$ cat src/ssf_consts.svh
// Constants of the serial status flag block: offsets, bit positions, resets.
// Included by the package and design files by bare name.
`ifndef SSF_CONSTS_SVH
`define SSF_CONSTS_SVH

`define SSF_ADR_W 8
`define SSF_ADR_STATUS 2'h0
`define SSF_ADR_TXBUF 2'h1
`define SSF_ADR_RXBUF 2'h2
`define SSF_ADR_CTRL 2'h3

`define SSF_STATUS_RST 8'h84
`define SSF_CTRL_RST 8'h00
`define SSF_BYTE_RST 8'h00

`define SSF_B_TX_BUFFER_EMPTY 7
`define SSF_B_RX_BUFFER_FULL 6
`define SSF_B_OER 5
`define SSF_B_FER 4
`define SSF_B_PER 3
`define SSF_B_TX_END 2
`define SSF_B_RX_MULTIPROC_BIT 1
`define SSF_B_TX_MULTIPROC_BIT 0
`define SSF_B_CLR_LO 3

`define SSF_C_SYNC 7
`define SSF_C_TXEN 5
`define SSF_C_RXEN 4
`define SSF_C_PEN 3
`define SSF_C_PODD 2
`define SSF_C_MPEN 1

`endif

$ cat src/ssf_pkg.sv
// Types shared by the serial status flag block.
// Assumes ssf_consts.svh is on the include path.
`include "ssf_consts.svh"
package ssf_pkg;
	typedef struct packed {
		logic [7:0] data;
		logic mp;
		logic par;
		logic stop1;
	} ssf_rx_char_t;

	typedef struct packed {
		logic cyc;
		logic stb;
		logic we;
		logic [`SSF_ADR_W-1:0] adr;
		logic [3:0] sel;
		logic [31:0] dat;
	} ssf_wb_req_t;

	typedef struct packed {
		logic ack;
		logic [31:0] dat;
	} ssf_bus_t;

	typedef struct packed {
		logic [7:0] st;
		logic [7:0] ctrl;
		logic [7:0] txbuf;
		logic [7:0] rxbuf;
		logic [4:0] armed;
		logic rx_halt;
		logic tx_halt;
	} ssf_core_t;
endpackage

$ cat src/ssf_rx_check.sv
// Frame check of one received character: stop bit and parity.
// Pure combinational; the caller samples it on the completion pulse.
`timescale 1ns/1ns
`include "ssf_consts.svh"
module ssf_rx_check (
	input wire ssf_pkg::ssf_rx_char_t char_i,
	input wire logic async_i,
	input wire logic parity_en_i,
	input wire logic parity_odd_i,
	output logic framing_o,
	output logic parity_o
);
	// Second stop bit never reaches this block, so it is never judged
	assign framing_o = async_i & ~char_i.stop1;
	// Odd parity wants an odd count of ones over data plus parity bit
	assign parity_o = async_i & parity_en_i
		& ((^{char_i.data, char_i.par}) != parity_odd_i);
endmodule

$ cat src/ssf_bus_port.sv
// Classic Wishbone slave front end: decode, one-wait-state ack, read latch.
// Assumes a single-cycle classic master on the same clock.
`timescale 1ns/1ns
`include "ssf_consts.svh"
module ssf_bus_port (
	input wire logic clk_i,
	input wire logic rst_i,
	input wire ssf_pkg::ssf_wb_req_t req_i,
	input wire logic [7:0] rd_value_i,
	output logic [1:0] idx_o,
	output logic rd_o,
	output logic wr_o,
	output logic ack_o,
	output logic [31:0] dat_o
);
	ssf_pkg::ssf_bus_t s;
	ssf_pkg::ssf_bus_t next_s;
	logic access;
	logic hit;

	assign access = req_i.cyc & req_i.stb & ~s.ack;
	// Upper address bits must be zero; other addresses answer zero
	assign hit = (req_i.adr[`SSF_ADR_W-1:4] == '0) & (req_i.adr[1:0] == 2'h0);
	assign idx_o = req_i.adr[3:2];
	assign rd_o = access & hit & ~req_i.we;
	// Registers are one byte wide; lane 0 must be selected
	assign wr_o = access & hit & req_i.we & req_i.sel[0];
	assign ack_o = s.ack;
	assign dat_o = s.dat;

	always_comb begin
		next_s = s;
		next_s.ack = access;
		if (access) begin
			next_s.dat = {24'h000000, (rd_o ? rd_value_i : 8'h00)};
		end
	end

	always_ff @(posedge clk_i) begin
		if (rst_i) begin
			s <= '0;
		end else begin
			s <= next_s;
		end
	end
endmodule

$ cat src/ssf_status.sv
// Status flag register of a serial unit with its transmit and receive buffers.
// Event inputs come from transmit/receive logic on clk_i and are one-cycle pulses.
//
// Operation
// Status returns to 84h at reset and on standby or watch entry.
// Clearable flags drop only on write 0 after being read as 1.
// Transmit-end and received multiprocessor bit ignore software writes.
// Buffer-empty sets when a character moves into the shift register.
// Clearing transmitter enable also sets buffer-empty.
// Writing the transmit buffer clears buffer-empty.
// Clean reception into the receive buffer sets buffer-full.
// Reading the receive buffer clears buffer-full.
// Receive error or disabled receiver leaves buffer and full flag alone.
// Reception while full sets overrun and drops the new character.
// Overrun halts reception, and transmission too in synchronous mode.
// Clearing receiver enable keeps overrun and framing flags unchanged.
// Asynchronous stop bit sampled 0 sets framing error.
// With two stop bits only the first is checked.
// Framing error still stores the character but not buffer-full.
// Framing error halts reception; synchronous mode halts both directions.
// Parity mismatch in asynchronous parity mode sets parity error.
// Transmit-end sets on last bit with buffer empty; clears like it.
// Received multiprocessor bit stored; transmit multiprocessor bit sent.
// Writing 1, or 0 without prior read of 1, leaves flags unchanged.
//
// Chosen here: the Wishbone register port and the register offsets.
`timescale 1ns/1ns
`include "ssf_consts.svh"
module ssf_status (
	input wire logic clk_i,
	input wire logic rst_i,
	input wire logic wb_cyc_i,
	input wire logic wb_stb_i,
	input wire logic wb_we_i,
	input wire logic [`SSF_ADR_W-1:0] wb_adr_i,
	input wire logic [3:0] wb_sel_i,
	input wire logic [31:0] wb_dat_i,
	output logic [31:0] wb_dat_o,
	output logic wb_ack_o,
	input wire logic low_power_i,
	input wire logic tx_load_i,
	input wire logic tx_last_bit_i,
	input wire logic rx_done_i,
	input wire ssf_pkg::ssf_rx_char_t rx_char_i,
	output logic [7:0] serial_status_o,
	output logic [7:0] tx_data_o,
	output logic tx_multiproc_bit_o,
	output logic tx_enable_o,
	output logic rx_enable_o,
	output logic sync_mode_o,
	output logic rx_halt_o,
	output logic tx_halt_o
);
	ssf_pkg::ssf_core_t s;
	ssf_pkg::ssf_core_t next_s;
	ssf_pkg::ssf_wb_req_t req;
	logic [1:0] idx;
	logic bus_rd;
	logic bus_wr;
	logic [7:0] wdat;
	logic [7:0] rd_value;
	logic wr_status;
	logic wr_txbuf;
	logic wr_ctrl;
	logic rd_status;
	logic rd_rxbuf;
	logic rx_framing;
	logic rx_parity;
	logic rx_accept;

	assign req = '{cyc: wb_cyc_i, stb: wb_stb_i, we: wb_we_i, adr: wb_adr_i,
		sel: wb_sel_i, dat: wb_dat_i};
	assign wdat = wb_dat_i[7:0];

	ssf_bus_port u_bus (
		.clk_i(clk_i),
		.rst_i(rst_i),
		.req_i(req),
		.rd_value_i(rd_value),
		.idx_o(idx),
		.rd_o(bus_rd),
		.wr_o(bus_wr),
		.ack_o(wb_ack_o),
		.dat_o(wb_dat_o)
	);

	ssf_rx_check u_chk (
		.char_i(rx_char_i),
		.async_i(~s.ctrl[`SSF_C_SYNC]),
		.parity_en_i(s.ctrl[`SSF_C_PEN]),
		.parity_odd_i(s.ctrl[`SSF_C_PODD]),
		.framing_o(rx_framing),
		.parity_o(rx_parity)
	);

	function automatic logic is_reg(input logic [1:0] a, input logic [1:0] b);
		is_reg = (a == b);
	endfunction

	assign wr_status = bus_wr & is_reg(idx, `SSF_ADR_STATUS);
	assign wr_txbuf = bus_wr & is_reg(idx, `SSF_ADR_TXBUF);
	assign wr_ctrl = bus_wr & is_reg(idx, `SSF_ADR_CTRL);
	assign rd_status = bus_rd & is_reg(idx, `SSF_ADR_STATUS);
	assign rd_rxbuf = bus_rd & is_reg(idx, `SSF_ADR_RXBUF);

	// Completion pulses are dropped while disabled or halted
	assign rx_accept = rx_done_i & s.ctrl[`SSF_C_RXEN] & ~s.rx_halt;

	always_comb begin
		case (idx)
			`SSF_ADR_STATUS: rd_value = s.st;
			`SSF_ADR_TXBUF: rd_value = s.txbuf;
			`SSF_ADR_RXBUF: rd_value = s.rxbuf;
			`SSF_ADR_CTRL: rd_value = s.ctrl;
			default: rd_value = 8'h00;
		endcase
	end

	always_comb begin
		next_s = s;
		// Software side first, so hardware sets below win a same-cycle clear
		if (wr_ctrl) begin
			next_s.ctrl = wdat;
		end
		if (wr_txbuf) begin
			next_s.txbuf = wdat;
			next_s.st[`SSF_B_TX_BUFFER_EMPTY] = 1'b0;
			next_s.st[`SSF_B_TX_END] = 1'b0;
		end
		if (wr_status) begin
			// Transmit-end and received multiprocessor bit are not written
			next_s.st[`SSF_B_TX_MULTIPROC_BIT] = wdat[`SSF_B_TX_MULTIPROC_BIT];
			for (int k = `SSF_B_CLR_LO; k <= `SSF_B_TX_BUFFER_EMPTY; k++) begin
				// A 1 or an unarmed 0 leaves the flag alone
				if (!wdat[k] && s.armed[k - `SSF_B_CLR_LO] && s.st[k]) begin
					next_s.st[k] = 1'b0;
				end
			end
			if (!wdat[`SSF_B_TX_BUFFER_EMPTY] && s.armed[4] && s.st[`SSF_B_TX_BUFFER_EMPTY]) begin
				next_s.st[`SSF_B_TX_END] = 1'b0;
			end
			next_s.armed = 5'h00;
		end
		if (rd_status) begin
			// Remember which flags software has seen as 1
			next_s.armed = s.st[`SSF_B_TX_BUFFER_EMPTY:`SSF_B_CLR_LO];
		end
		if (rd_rxbuf) begin
			next_s.st[`SSF_B_RX_BUFFER_FULL] = 1'b0;
		end
		// Transmit events
		if (tx_load_i) begin
			next_s.st[`SSF_B_TX_BUFFER_EMPTY] = 1'b1;
		end
		if (wr_ctrl && !wdat[`SSF_C_TXEN]) begin
			next_s.st[`SSF_B_TX_BUFFER_EMPTY] = 1'b1;
			next_s.st[`SSF_B_TX_END] = 1'b1;
		end
		if (tx_last_bit_i && s.st[`SSF_B_TX_BUFFER_EMPTY]) begin
			next_s.st[`SSF_B_TX_END] = 1'b1;
		end
		// Receive events
		if (rx_accept) begin
			if (s.st[`SSF_B_RX_BUFFER_FULL]) begin
				// Old character kept, new one lost
				next_s.st[`SSF_B_OER] = 1'b1;
			end else begin
				next_s.rxbuf = rx_char_i.data;
				if (rx_framing) begin
					next_s.st[`SSF_B_FER] = 1'b1;
				end
				if (rx_parity) begin
					next_s.st[`SSF_B_PER] = 1'b1;
				end
				if (!rx_framing && !rx_parity) begin
					next_s.st[`SSF_B_RX_BUFFER_FULL] = 1'b1;
				end
				if (s.ctrl[`SSF_C_MPEN] && !s.ctrl[`SSF_C_SYNC]) begin
					next_s.st[`SSF_B_RX_MULTIPROC_BIT] = rx_char_i.mp;
				end
			end
		end
		if (low_power_i) begin
			next_s.st = `SSF_STATUS_RST;
			next_s.armed = 5'h00;
		end
		// Halts are registered so they reach the ports with the flags
		next_s.rx_halt = next_s.st[`SSF_B_OER] | next_s.st[`SSF_B_FER]
			| next_s.st[`SSF_B_PER];
		next_s.tx_halt = next_s.ctrl[`SSF_C_SYNC]
			& (next_s.st[`SSF_B_OER] | next_s.st[`SSF_B_FER]);
	end

	always_ff @(posedge clk_i) begin
		if (rst_i) begin
			s.st <= `SSF_STATUS_RST;
			s.ctrl <= `SSF_CTRL_RST;
			s.txbuf <= `SSF_BYTE_RST;
			s.rxbuf <= `SSF_BYTE_RST;
			s.armed <= 5'h00;
			s.rx_halt <= 1'b0;
			s.tx_halt <= 1'b0;
		end else begin
			s <= next_s;
		end
	end

	assign serial_status_o = s.st;
	assign tx_data_o = s.txbuf;
	assign tx_multiproc_bit_o = s.st[`SSF_B_TX_MULTIPROC_BIT];
	assign tx_enable_o = s.ctrl[`SSF_C_TXEN];
	assign rx_enable_o = s.ctrl[`SSF_C_RXEN];
	assign sync_mode_o = s.ctrl[`SSF_C_SYNC];
	assign rx_halt_o = s.rx_halt;
	assign tx_halt_o = s.tx_halt;
endmodule

$ cat config.mk
export PLATFORM = sky130hd
export DESIGN_NAME = ssf_status
export DESIGN_NICKNAME = d
export VERILOG_FILES = /design/src/ssf_pkg.sv /design/src/ssf_rx_check.sv /design/src/ssf_bus_port.sv /design/src/ssf_status.sv
export VERILOG_INCLUDE_DIRS = /design/src
export SDC_FILE = /design/constraint.sdc
export NUM_CORES = 1
export LEC_CHECK = 0
export BUFFER_PORTS_ARGS = -buffer_cell sky130_fd_sc_hd__buf_4
export CORE_UTILIZATION = 42
export CTS_BUF_LIST = sky130_fd_sc_hd__clkbuf_4 sky130_fd_sc_hd__clkbuf_8 sky130_fd_sc_hd__clkbuf_16
export DETAILED_ROUTE_END_ITERATION = 8
export MAX_ROUTING_LAYER = met4
export PLACE_DENSITY = 0.77
export REMOVE_ABC_BUFFERS = 1
export SYNTH_ARGS = -nofsm -noshare
export SYNTH_HDL_FRONTEND = slang
export SYNTH_SLANG_ARGS = --single-unit
$ cat constraint.sdc
create_clock -name clk_i -period 1.6 [get_ports clk_i]
set_clock_uncertainty 0.15 [all_clocks]
set_input_delay 0 -clock clk_i [delete_from_list [all_inputs] [get_ports clk_i]]
set_output_delay 0 -clock clk_i [all_outputs]
set_load 0.01 [all_outputs]
======== Word-level counts from Yosys, hierarchy flattened ========
Index checks and enable logic that the tools add are counted.
operators by class
  multipliers ............................. 0
  reduce and logical (&&, ||, !) cells .... 32
  div/mod/pow operators ................... 0
  eq/ne operators ......................... 4
  mux-type cells .......................... 29
  shifts and indexed selects .............. 0
  magnitude comparators ................... 0
  bitwise logic cells ..................... 26
  $add $sub $neg .......................... 0
operators by type and width
  cell                                                                   count
  8-bit one-hot mux with 4 select lines                                  1
  1-bit two-way mux                                                      20
  1-bit bitwise AND                                                      18
  8-bit two-way mux                                                      2
  1-bit logical AND                                                      14
  6-bit two-way mux                                                      2
  5-bit two-way mux                                                      2
  9-bit XOR reduction                                                    1
  1-bit zero test                                                        8
  4-bit OR reduction                                                     2
  1-bit inverter                                                         6
  2-bit equality test, second input constant                             2
  2-bit zero test                                                        2
  4-bit zero test                                                        1
  4-bit two-way mux                                                      1
  3-bit AND reduction                                                    1
  2-bit by 1-bit equality test with 1-bit output, second input constant  1
  2-bit two-way mux                                                      1
  1-bit OR                                                               2
  2-bit AND reduction                                                    1
  2-bit nonzero test                                                     1
  2-bit OR reduction                                                     1
  1-bit != test                                                          1
word-level totals
  flip-flop bits (word level) ............. 48
  ROM bits ................................ 0
  bits in latches ......................... 0
  input port bits ......................... 64
  RAM bits ................................ 0
  output and inout port bits .............. 55
  memories ................................ 0

======== Depth between registers and ports, before layout ========
Gate-level depths: netlist of run 1.
  depth after elaboration ................. 16
  depth in mapped cells ................... 7

======== By module ========
From an unflattened synthesis of run 1, not the netlist that was laid out.
second synthesis, totals
  cell total of the unflattened synthesis .. 268
  area total of the unflattened synthesis .. 2442.3 µm²
modules (own cells, without submodules)
  module        seq. area each (µm²)  cells each  instances  area an instance (µm²)
  ssf_status    780.7                 188         1          1755.4
  ssf_bus_port  180.2                 70          1          583.1
  ssf_rx_check  0.0                   10          1          103.8

======== Least setup slack after synthesis of run 1 ========
No wires, ideal clock.
  kind .................................... reg2reg
  start point ............................. reg s (netlist bit rx_enable_o)
  end point ............................... reg s (netlist bit serial_status_o[1])
  path slack .............................. -0.088 ns
  clock period less this slack ............ 1.688 ns
  required time ........................... 1.322 ns
  cell stages (with the launch flop) ...... 7
  setup time .............................. 0.128 ns
  data arrival time ....................... 1.410 ns
  cell sequence ........................... dfxtp_1 -> nand2_1 -> or3_1 -> buf_2 -> nor3b_1 -> mux2i_1 -> nor2_1
on the way
  word-level cells in the longest chain between the ends .. 3
RTL lines
  item                            line               source
  start: declaration              ssf_status.sv:54   ssf_pkg::ssf_core_t s;
  start signal: assignment        ssf_status.sv:204  s <= next_s;
  1-bit bitwise AND (2 in a row)  ssf_status.sv:107  assign rx_accept = rx_done_i & s.ctrl[`SSF_C_RXEN] & ~s.rx_halt;
  3-bit AND reduction (no line)   -
No other way between the ends.
A chain may end at the register's enable or synchronous reset.

======== Worst setup path after layout of run 1 ========
  start point ............................. reg u_bus.s (netlist bit u_bus.ack_o)
  end point ............................... reg s (netlist bit serial_status_o[2])
on the way
  word-level cells in the longest chain between the ends .. 9
RTL lines
  item                              line                source
  start: declaration                ssf_bus_port.sv:16  ssf_pkg::ssf_bus_t s;
  start signal: assignment          ssf_bus_port.sv:43  s <= next_s;
  1-bit inverter *                  ssf_bus_port.sv:21  assign access = req_i.cyc & req_i.stb & ~s.ack;
  1-bit bitwise AND *               ssf_bus_port.sv:21
  1-bit bitwise AND * (3 in a row)  ssf_bus_port.sv:27  assign wr_o = access & hit & req_i.we & req_i.sel[0];
  1-bit bitwise AND                 ssf_status.sv:101   assign wr_txbuf = bus_wr & is_reg(idx, `SSF_ADR_TXBUF);
  1-bit two-way mux                 ssf_status.sv:125   if (wr_txbuf) begin
  1-bit two-way mux                 ssf_status.sv:139   if (!wdat[`SSF_B_TX_BUFFER_EMPTY] && s.armed[4] && s.st[`SSF_B_TX_BUFFER_EMPTY]) begin
  6-bit two-way mux                 ssf_status.sv:130   if (wr_status) begin
Mark *: on every way between the ends. The rest lies on a longest branch, timed or not.

==> flow_metrics.tcl, run 1 <==
set metrics [dict create \
    status "complete, but fails checks" \
    violations "setup timing" \
    rsz0062_at_grt "yes" \
    worst_skew_pair.late_latency_ps 300 \
    clock-root-buffer "clkbuf_8" \
    vias_per_cell 5.23 \
    worstSetupPathType "reg -> reg" \
    layout.cells.most_common "buf_4" \
    grt_use_total_pct 23.2 \
    ctsHtreeMaxLevel 2 \
    antenna_found_initial 0 \
    vdd_ir_drop_max_mv 0.416 \
    die_y_um 78.6 \
    fmax_ghz 0.608 \
    finalCritPeriodShare_pct 103 \
    clock_power_share_pct 37.1 \
    design_area_um2 3490 \
    layout-drive-gt1-share_pct 37.0 \
    synthesis.area_um2 2460 \
    layout_common_cells "buf_4, nand2_1, dfxtp_1, a21oi_1, dlygate4sd3_1" \
    synth_warnings 0 \
    start_util_pct 44.2 \
    p_total_uw 2400 \
    hp-class "in -> reg" \
    place_hpwl_mm 4.98 \
    hold-worst-slack_ps 55.6 \
    ys.flop_type "dfxtp_1" \
    startpoint_type "flip-flop" \
    wl_per_cell_um 15.1 \
    grt_pass1_vias 2219 \
    power.leakage_uw 0.00144 \
    fillers 480 \
    netSwitchingFraction_pct 23.4 \
    setup_viol 8 \
    power_density_nw_per_um2 688 \
    ant_nets 0 \
    p_int_uw 1840 \
    synth-edff-count 0 \
    switchingPower_uw 563 \
    ys_ff_latch 48 \
    overflow 0 \
    synth_seq_area_share_pct 39.0 \
    crit_fanout 5 \
    remaining_drc_errors 0 \
    crit_slowest_cell "dfxtp_1" \
    r2r_slack_ps -40 \
    max_cap_violations 0 \
    numCtsBuffers 5 \
    syn_area_per_cell_um2 8.38 \
    vias 2442 \
    seq_power_share_pct 49.8 \
    combPwrFrac_pct 13.2 \
    final_core_util_pct 62.6 \
    hold_viol_final 0 \
    period_needed_ps 1640 \
    stdcell_count 467 \
    grt_pass1_wl_mm 10.8 \
    dpl_cell_area_um2 3000 \
    clockBufferDepth 2 \
    coreArea_um2 5570 \
    cts_tree "done" \
    port-buffer-count 67 \
    endpoint_kind "flip-flop" \
    critPathRequiredTime_ps 1650 \
    dr.pass1.iters 4 \
    rows 27 \
    drt_iter0_drc 196 \
    area_delta_synth_final_pct 41.8 \
    die-area_um2 6170 \
    clock_sinks 48 \
    grt_start_max_net_pins 30 \
    antennaDiodeCount 0 \
    die_x_um 78.6 \
    synth.distinct_cells 44 \
    num_io_pins 119 \
    max_stage_delay_ps 320 \
    syn_inst 294 \
    crit_chain "and3b_2, and4_4, nand3b_1, o211a_1, a211o_1" \
    gp_congestion 0.908 \
    clk_pin_slew_ps 90 \
    async_reset_ff_share_pct 0 \
    drv_slew 0 \
    critPathArrivalTime_ps 1700 \
    drt_wl_total_mm 7.06 \
    post-place-cells 432 \
    fin_ws_ps -43.6 \
    nets 458 \
]
## power by group through the flow
stage | registers (uW) | logic, uW | clock network, uW
after floorplan | 1220 | 93.4 | 0
after global placement | 1220 | 236 | 0
after detailed placement | 1220 | 239 | 0
after CTS | 1190 | 291 | 894
after global routing | 1200 | 336 | 934
final | 1190 | 316 | 889
## worst max-delay path, delay by kind of cell (launching register included)
| kind | cells | cell delay (ps) |
|---|---|---|
| AND/OR/NAND/NOR | 3 | 630 |
| AO/OA/AOI/OAI | 2 | 440 |
| flip-flops | 1 | 320 |
## Yosys cell counts, drive strengths merged (2+ instances only)
library cell / count / share of area (%)
nand2: 63 / 9.6
dfxtp: 48 / 39
buf: 47 / 14
a21oi: 36 / 7.3
nor2: 13 / 2.0
a22oi: 10 / 3.0
a22o: 8 / 2.8
mux2: 8 / 3.7
clkbuf: 6 / 0.91
nand3b: 5 / 1.5
xnor2: 5 / 1.8
inv: 4 / 0.61
mux2i: 3 / 1.2
nand3: 3 / 0.81
nor3: 3 / 0.81
a31oi: 2 / 0.51
and2: 2 / 0.51
and3: 2 / 0.51
and4: 2 / 0.71
nand4b: 2 / 0.71
o21ai: 2 / 0.41
xor2: 2 / 0.71
## registers in the layout, summed over array words and instances, names as in the netlist
name             cells
sync_mode_o          1
tx_enable_o          1
rx_enable_o          1
tx_halt_o            1
s                   18
u_bus.ack_o          1
tx_data_o            8
serial_status_o      8
rx_halt_o            1
u_bus.dat_o          8
## routing by layer
metal	part of all wire (%)	wire length [um]	track usage, %	vias up
met3	6.4	452	4.19	15
li1	-	-	-	1152
met2	48	3420	36.9	98
met5	0	0	-	-
met1	43	3050	30.1	1177
met4	1.9	133	6.67	0
## area by class of cell
cell class	count	area (um2)	area share, %
multi-input combinational	212	1320	37.7
clock buffer	6	76.3	2.19
timing repair buffer	123	996	28.5
tap	72	90.1	2.58
sequential	48	961	27.5
clock inverter	2	35.0	1.00
inverter	4	15.0	0.430
## metrics by stage
stage	worst slack, ps	setup TNS [ps]
after floorplan	-83.0	-134
after global placement	-36.7	-39.0
after detailed placement	-87.2	-198
after CTS	-28.4	-28.4
after global routing	-87.5	-1140
final	-43.6	-109
## cells by family (layout without fill, tap and decap cells)
kind of cell,after synthesis,in the layout,synth area share [%]
mux,11,11,4.88
xor+xnor,8,8,3.40
other cells,1,24,0.152
simple gates,104,104,20.3
flops,48,48,39.0
compound gates,65,65,16.9
buf+inv,57,135,15.3
## final timing paths
kind / startpoint / depth (start not counted) / to
worst max register to register: u_bus.ack_o$_SDFF_PP0_ / 5 / serial_status_o[2]$_SDFF_PP1_
worst max-delay path: u_bus.ack_o$_SDFF_PP0_ / 5 / serial_status_o[2]$_SDFF_PP1_
worst min-delay path: wb_we_i / 5 / s[4]$_SDFFE_PP0P_
worst min register to register: s[11]$_SDFFE_PP0P_ / 2 / s[11]$_SDFFE_PP0P_
## repair_timing
action	in CTS	in global routing
cloned	0	0
endpoints found under the setup margin	19	36
pin swaps	0	10
gates resized for setup	6	27
hold endpoints to repair	39	2
buffers inserted	0	1
hold buffers	25	1
Note: power is estimated with default switching activity, not from simulation.
==> run 2: changes to the inputs <==
--- a/config.mk
+++ b/config.mk
@@ -7,11 +7,11 @@
 export NUM_CORES = 1
 export LEC_CHECK = 0
 export BUFFER_PORTS_ARGS = -buffer_cell sky130_fd_sc_hd__buf_4
-export CORE_UTILIZATION = 42
+export CORE_UTILIZATION = 46
 export CTS_BUF_LIST = sky130_fd_sc_hd__clkbuf_4 sky130_fd_sc_hd__clkbuf_8 sky130_fd_sc_hd__clkbuf_16
 export DETAILED_ROUTE_END_ITERATION = 8
 export MAX_ROUTING_LAYER = met4
-export PLACE_DENSITY = 0.77
+export PLACE_DENSITY = 0.8
 export REMOVE_ABC_BUFFERS = 1
 export SYNTH_ARGS = -nofsm -noshare
 export SYNTH_HDL_FRONTEND = slang
==> constraint.sdc (replaced) <==
create_clock -name clk_i -period 1.8 [get_ports clk_i]
set_clock_uncertainty 0.15 [all_clocks]
set_input_delay 0 -clock clk_i [delete_from_list [all_inputs] [get_ports clk_i]]
set_output_delay 0 -clock clk_i [all_outputs]
set_load 0.01 [all_outputs]
==> run 2 against run 1 <==
The run now ends clean. Combinational power down 22%. Register-to-register slack better by 160 ps. Total power down 16%. Design area down 7.3%. Hold slack better by 4.7 ps. Via count down 4.7%. Routed wire length down 9.5%. Clock-buffer cell count up 1. Critical endpoint unchanged. Largest cell class unchanged. Highest routed layer unchanged.
==> flow_metrics.tcl, run 2 (synthesis gave the netlist of run 1 again) <==
set metrics [dict create \
    status "finished clean" \
    vdd_ir_drop_max_mv 0.380 \
    seq_power_share_pct 53.0 \
    grt_use_total_pct 24.0 \
    clock_power_share_pct 34.7 \
    largest_reg_flops 18 \
    power.leakage_uw 0.00135 \
    start_util_pct 47.9 \
    period_needed_ps 1690 \
    max_cap_violations 0 \
    overflow 0 \
    clock-root-buffer "clkbuf_8" \
    place_hpwl_mm 4.70 \
    port-buffer-count 67 \
    crit_slowest_cell "dfxtp_1" \
    wl_per_cell_um 14.2 \
    timing.rr.start "u_bus.ack_o$_SDFF_PP0_" \
    layout.cells.most_common "buf_4" \
    remaining_drc_errors 0 \
    startpoint_type "flip-flop" \
    ant_nets 0 \
    path_depth 5 \
    setup_viol 0 \
    dr.pass1.iters 4 \
    clock_sinks 48 \
    worst_skew_pair.late_latency_ps 310 \
    clk_pin_slew_ps 90 \
    grt_pass1_wl_mm 9.65 \
    cts_tree "done" \
    crit_family "simple AND/OR/NAND/NOR gates" \
    worstSetupPathType "reg -> reg" \
    critical_path_buf_inv_count 0 \
    ctsHtreeMaxLevel 2 \
    crit_start "u_bus.ack_o$_SDFF_PP0_" \
    p_total_uw 2010 \
    gp_congestion 0.946 \
    vias 2327 \
    fmax_ghz 0.593 \
    endpoint "serial_status_o[2]$_SDFF_PP1_" \
    endpoint_kind "flip-flop" \
    drv_slew 0 \
    setup_tns_ps 0 \
    grt_start_max_net_pins 33 \
    layout_common_cells "buf_4, nand2_1, dfxtp_1, a21oi_1, conb_1" \
    antenna_found_initial 0 \
    netSwitchingFraction_pct 24.3 \
    drt_wl_total_mm 6.39 \
    grt_pass1_vias 2051 \
    numCtsBuffers 5 \
    coreArea_um2 5140 \
    die-area_um2 5650 \
    fillers 490 \
    finalCritPeriodShare_pct 93.7 \
    die_y_um 75.2 \
    hp-class "in -> reg" \
    clockBufferDepth 2 \
    critPathArrivalTime_ps 1740 \
    power_density_nw_per_um2 620 \
    hold_viol_final 0 \
    nets 442 \
    vias_per_cell 5.18 \
    drt_iter0_drc 182 \
    max_stage_delay_ps 320 \
    crit_chain "and3b_1, and4_2, nand3b_1, o211a_1, a211o_1" \
    rows 26 \
    layout-drive-gt1-share_pct 28.8 \
    die_x_um 75.2 \
    critPathRequiredTime_ps 1850 \
    crit_fanout 5 \
    final_core_util_pct 63.0 \
    p_int_uw 1520 \
    rsz0062_at_grt "yes" \
    area_delta_synth_final_pct 31.4 \
    combPwrFrac_pct 12.4 \
    reg2reg_depth 5 \
    switchingPower_uw 488 \
    r2r_slack_ps 110 \
    num_io_pins 119 \
    reg2reg_to "serial_status_o[2]$_SDFF_PP1_" \
    antennaDiodeCount 0 \
    regMostFlops "s" \
]
==> run 2: cell count changes in the layout (fill, tap and decap cells not counted), sizes merged <==
cell	delta
clkinv	-1
bufinv	-1
clkinvlp	+1
buf	-13
clkbuf	+1
dlygate4sd3	-3
==> run 2: power groups by stage <==
stage / Clock, uW / Combinational [uW] / Sequential [uW]
4_1_cts: 706 / 245 / 1060
2_1_floorplan: 0 / 83.1 / 1090
3_3_place_gp: 0 / 204 / 1090
5_1_grt: 762 / 267 / 1060
6_report: 696 / 248 / 1060
3_5_place_dp: 0 / 205 / 1090
==> run 2: per-stage QoR <==
step	area, um2	std cells	setup slack [ps]	hold WS, ps
after floorplan	2190	264	117	-80.9
after global placement	2900	418	107	44.3
after detailed placement	2900	418	68.5	51.3
after CTS	3230	449	54.4	52.6
after global routing	3240	449	-31.5	71.1
final	3240	449	113	60.3
==> run 2: worst min-delay path by stage <==
stage | from | to | slack (ps) | cells after the start
3_5_place_dp | tx_load_i | serial_status_o[7]$_SDFF_PP1_ | 50 | 2
6_report | wb_we_i | serial_status_o[6]$_SDFF_PP0_ | 60 | 5
5_1_grt | wb_adr_i[2] | s[5]$_SDFFE_PP0P_ | 70 | 5
2_1_floorplan | rst_i | rx_enable_o$_SDFFE_PP0N_ | -80 | 1
3_3_place_gp | tx_load_i | serial_status_o[7]$_SDFF_PP1_ | 40 | 2
4_1_cts | wb_adr_i[2] | u_bus.dat_o[5]$_SDFFE_PP0N_ | 50 | 5
==> run 2: cell type report <==
cell class	instances	area (um2)	share of cell area (%)
clock buffer	7	90.1	2.78
clock inverter	1	7.51	0.232
inverter	4	15.0	0.464
multi-input combinational	212	1210	37.5
sequential	48	961	29.7
tap	70	87.6	2.71
timing repair buffer	107	861	26.6
==> run 2: tightest hold or removal path, cell delays in order <==
cell     delay, ps
buf_4          100
nor2_1          40
a31oi_1        180
a22oi_1        100
o21ai_0         70
==> run 2: layer usage <==
metal,routed length [um],global-route usage (%),vias up
li1,-,-,1115
met1,2660,31.0,1098
met2,3160,38.4,104
met3,483,4.69,10
met4,86,6.38,0
met5,0,-,-
==> run 2: timing repair <==
item                       4_1_cts  5_1_grt
setup buffers                    0        0
resized for setup                0        3
setup endpoints to repair        0        8
hold endpoints to repair        35        0
hold buffers                    23        0
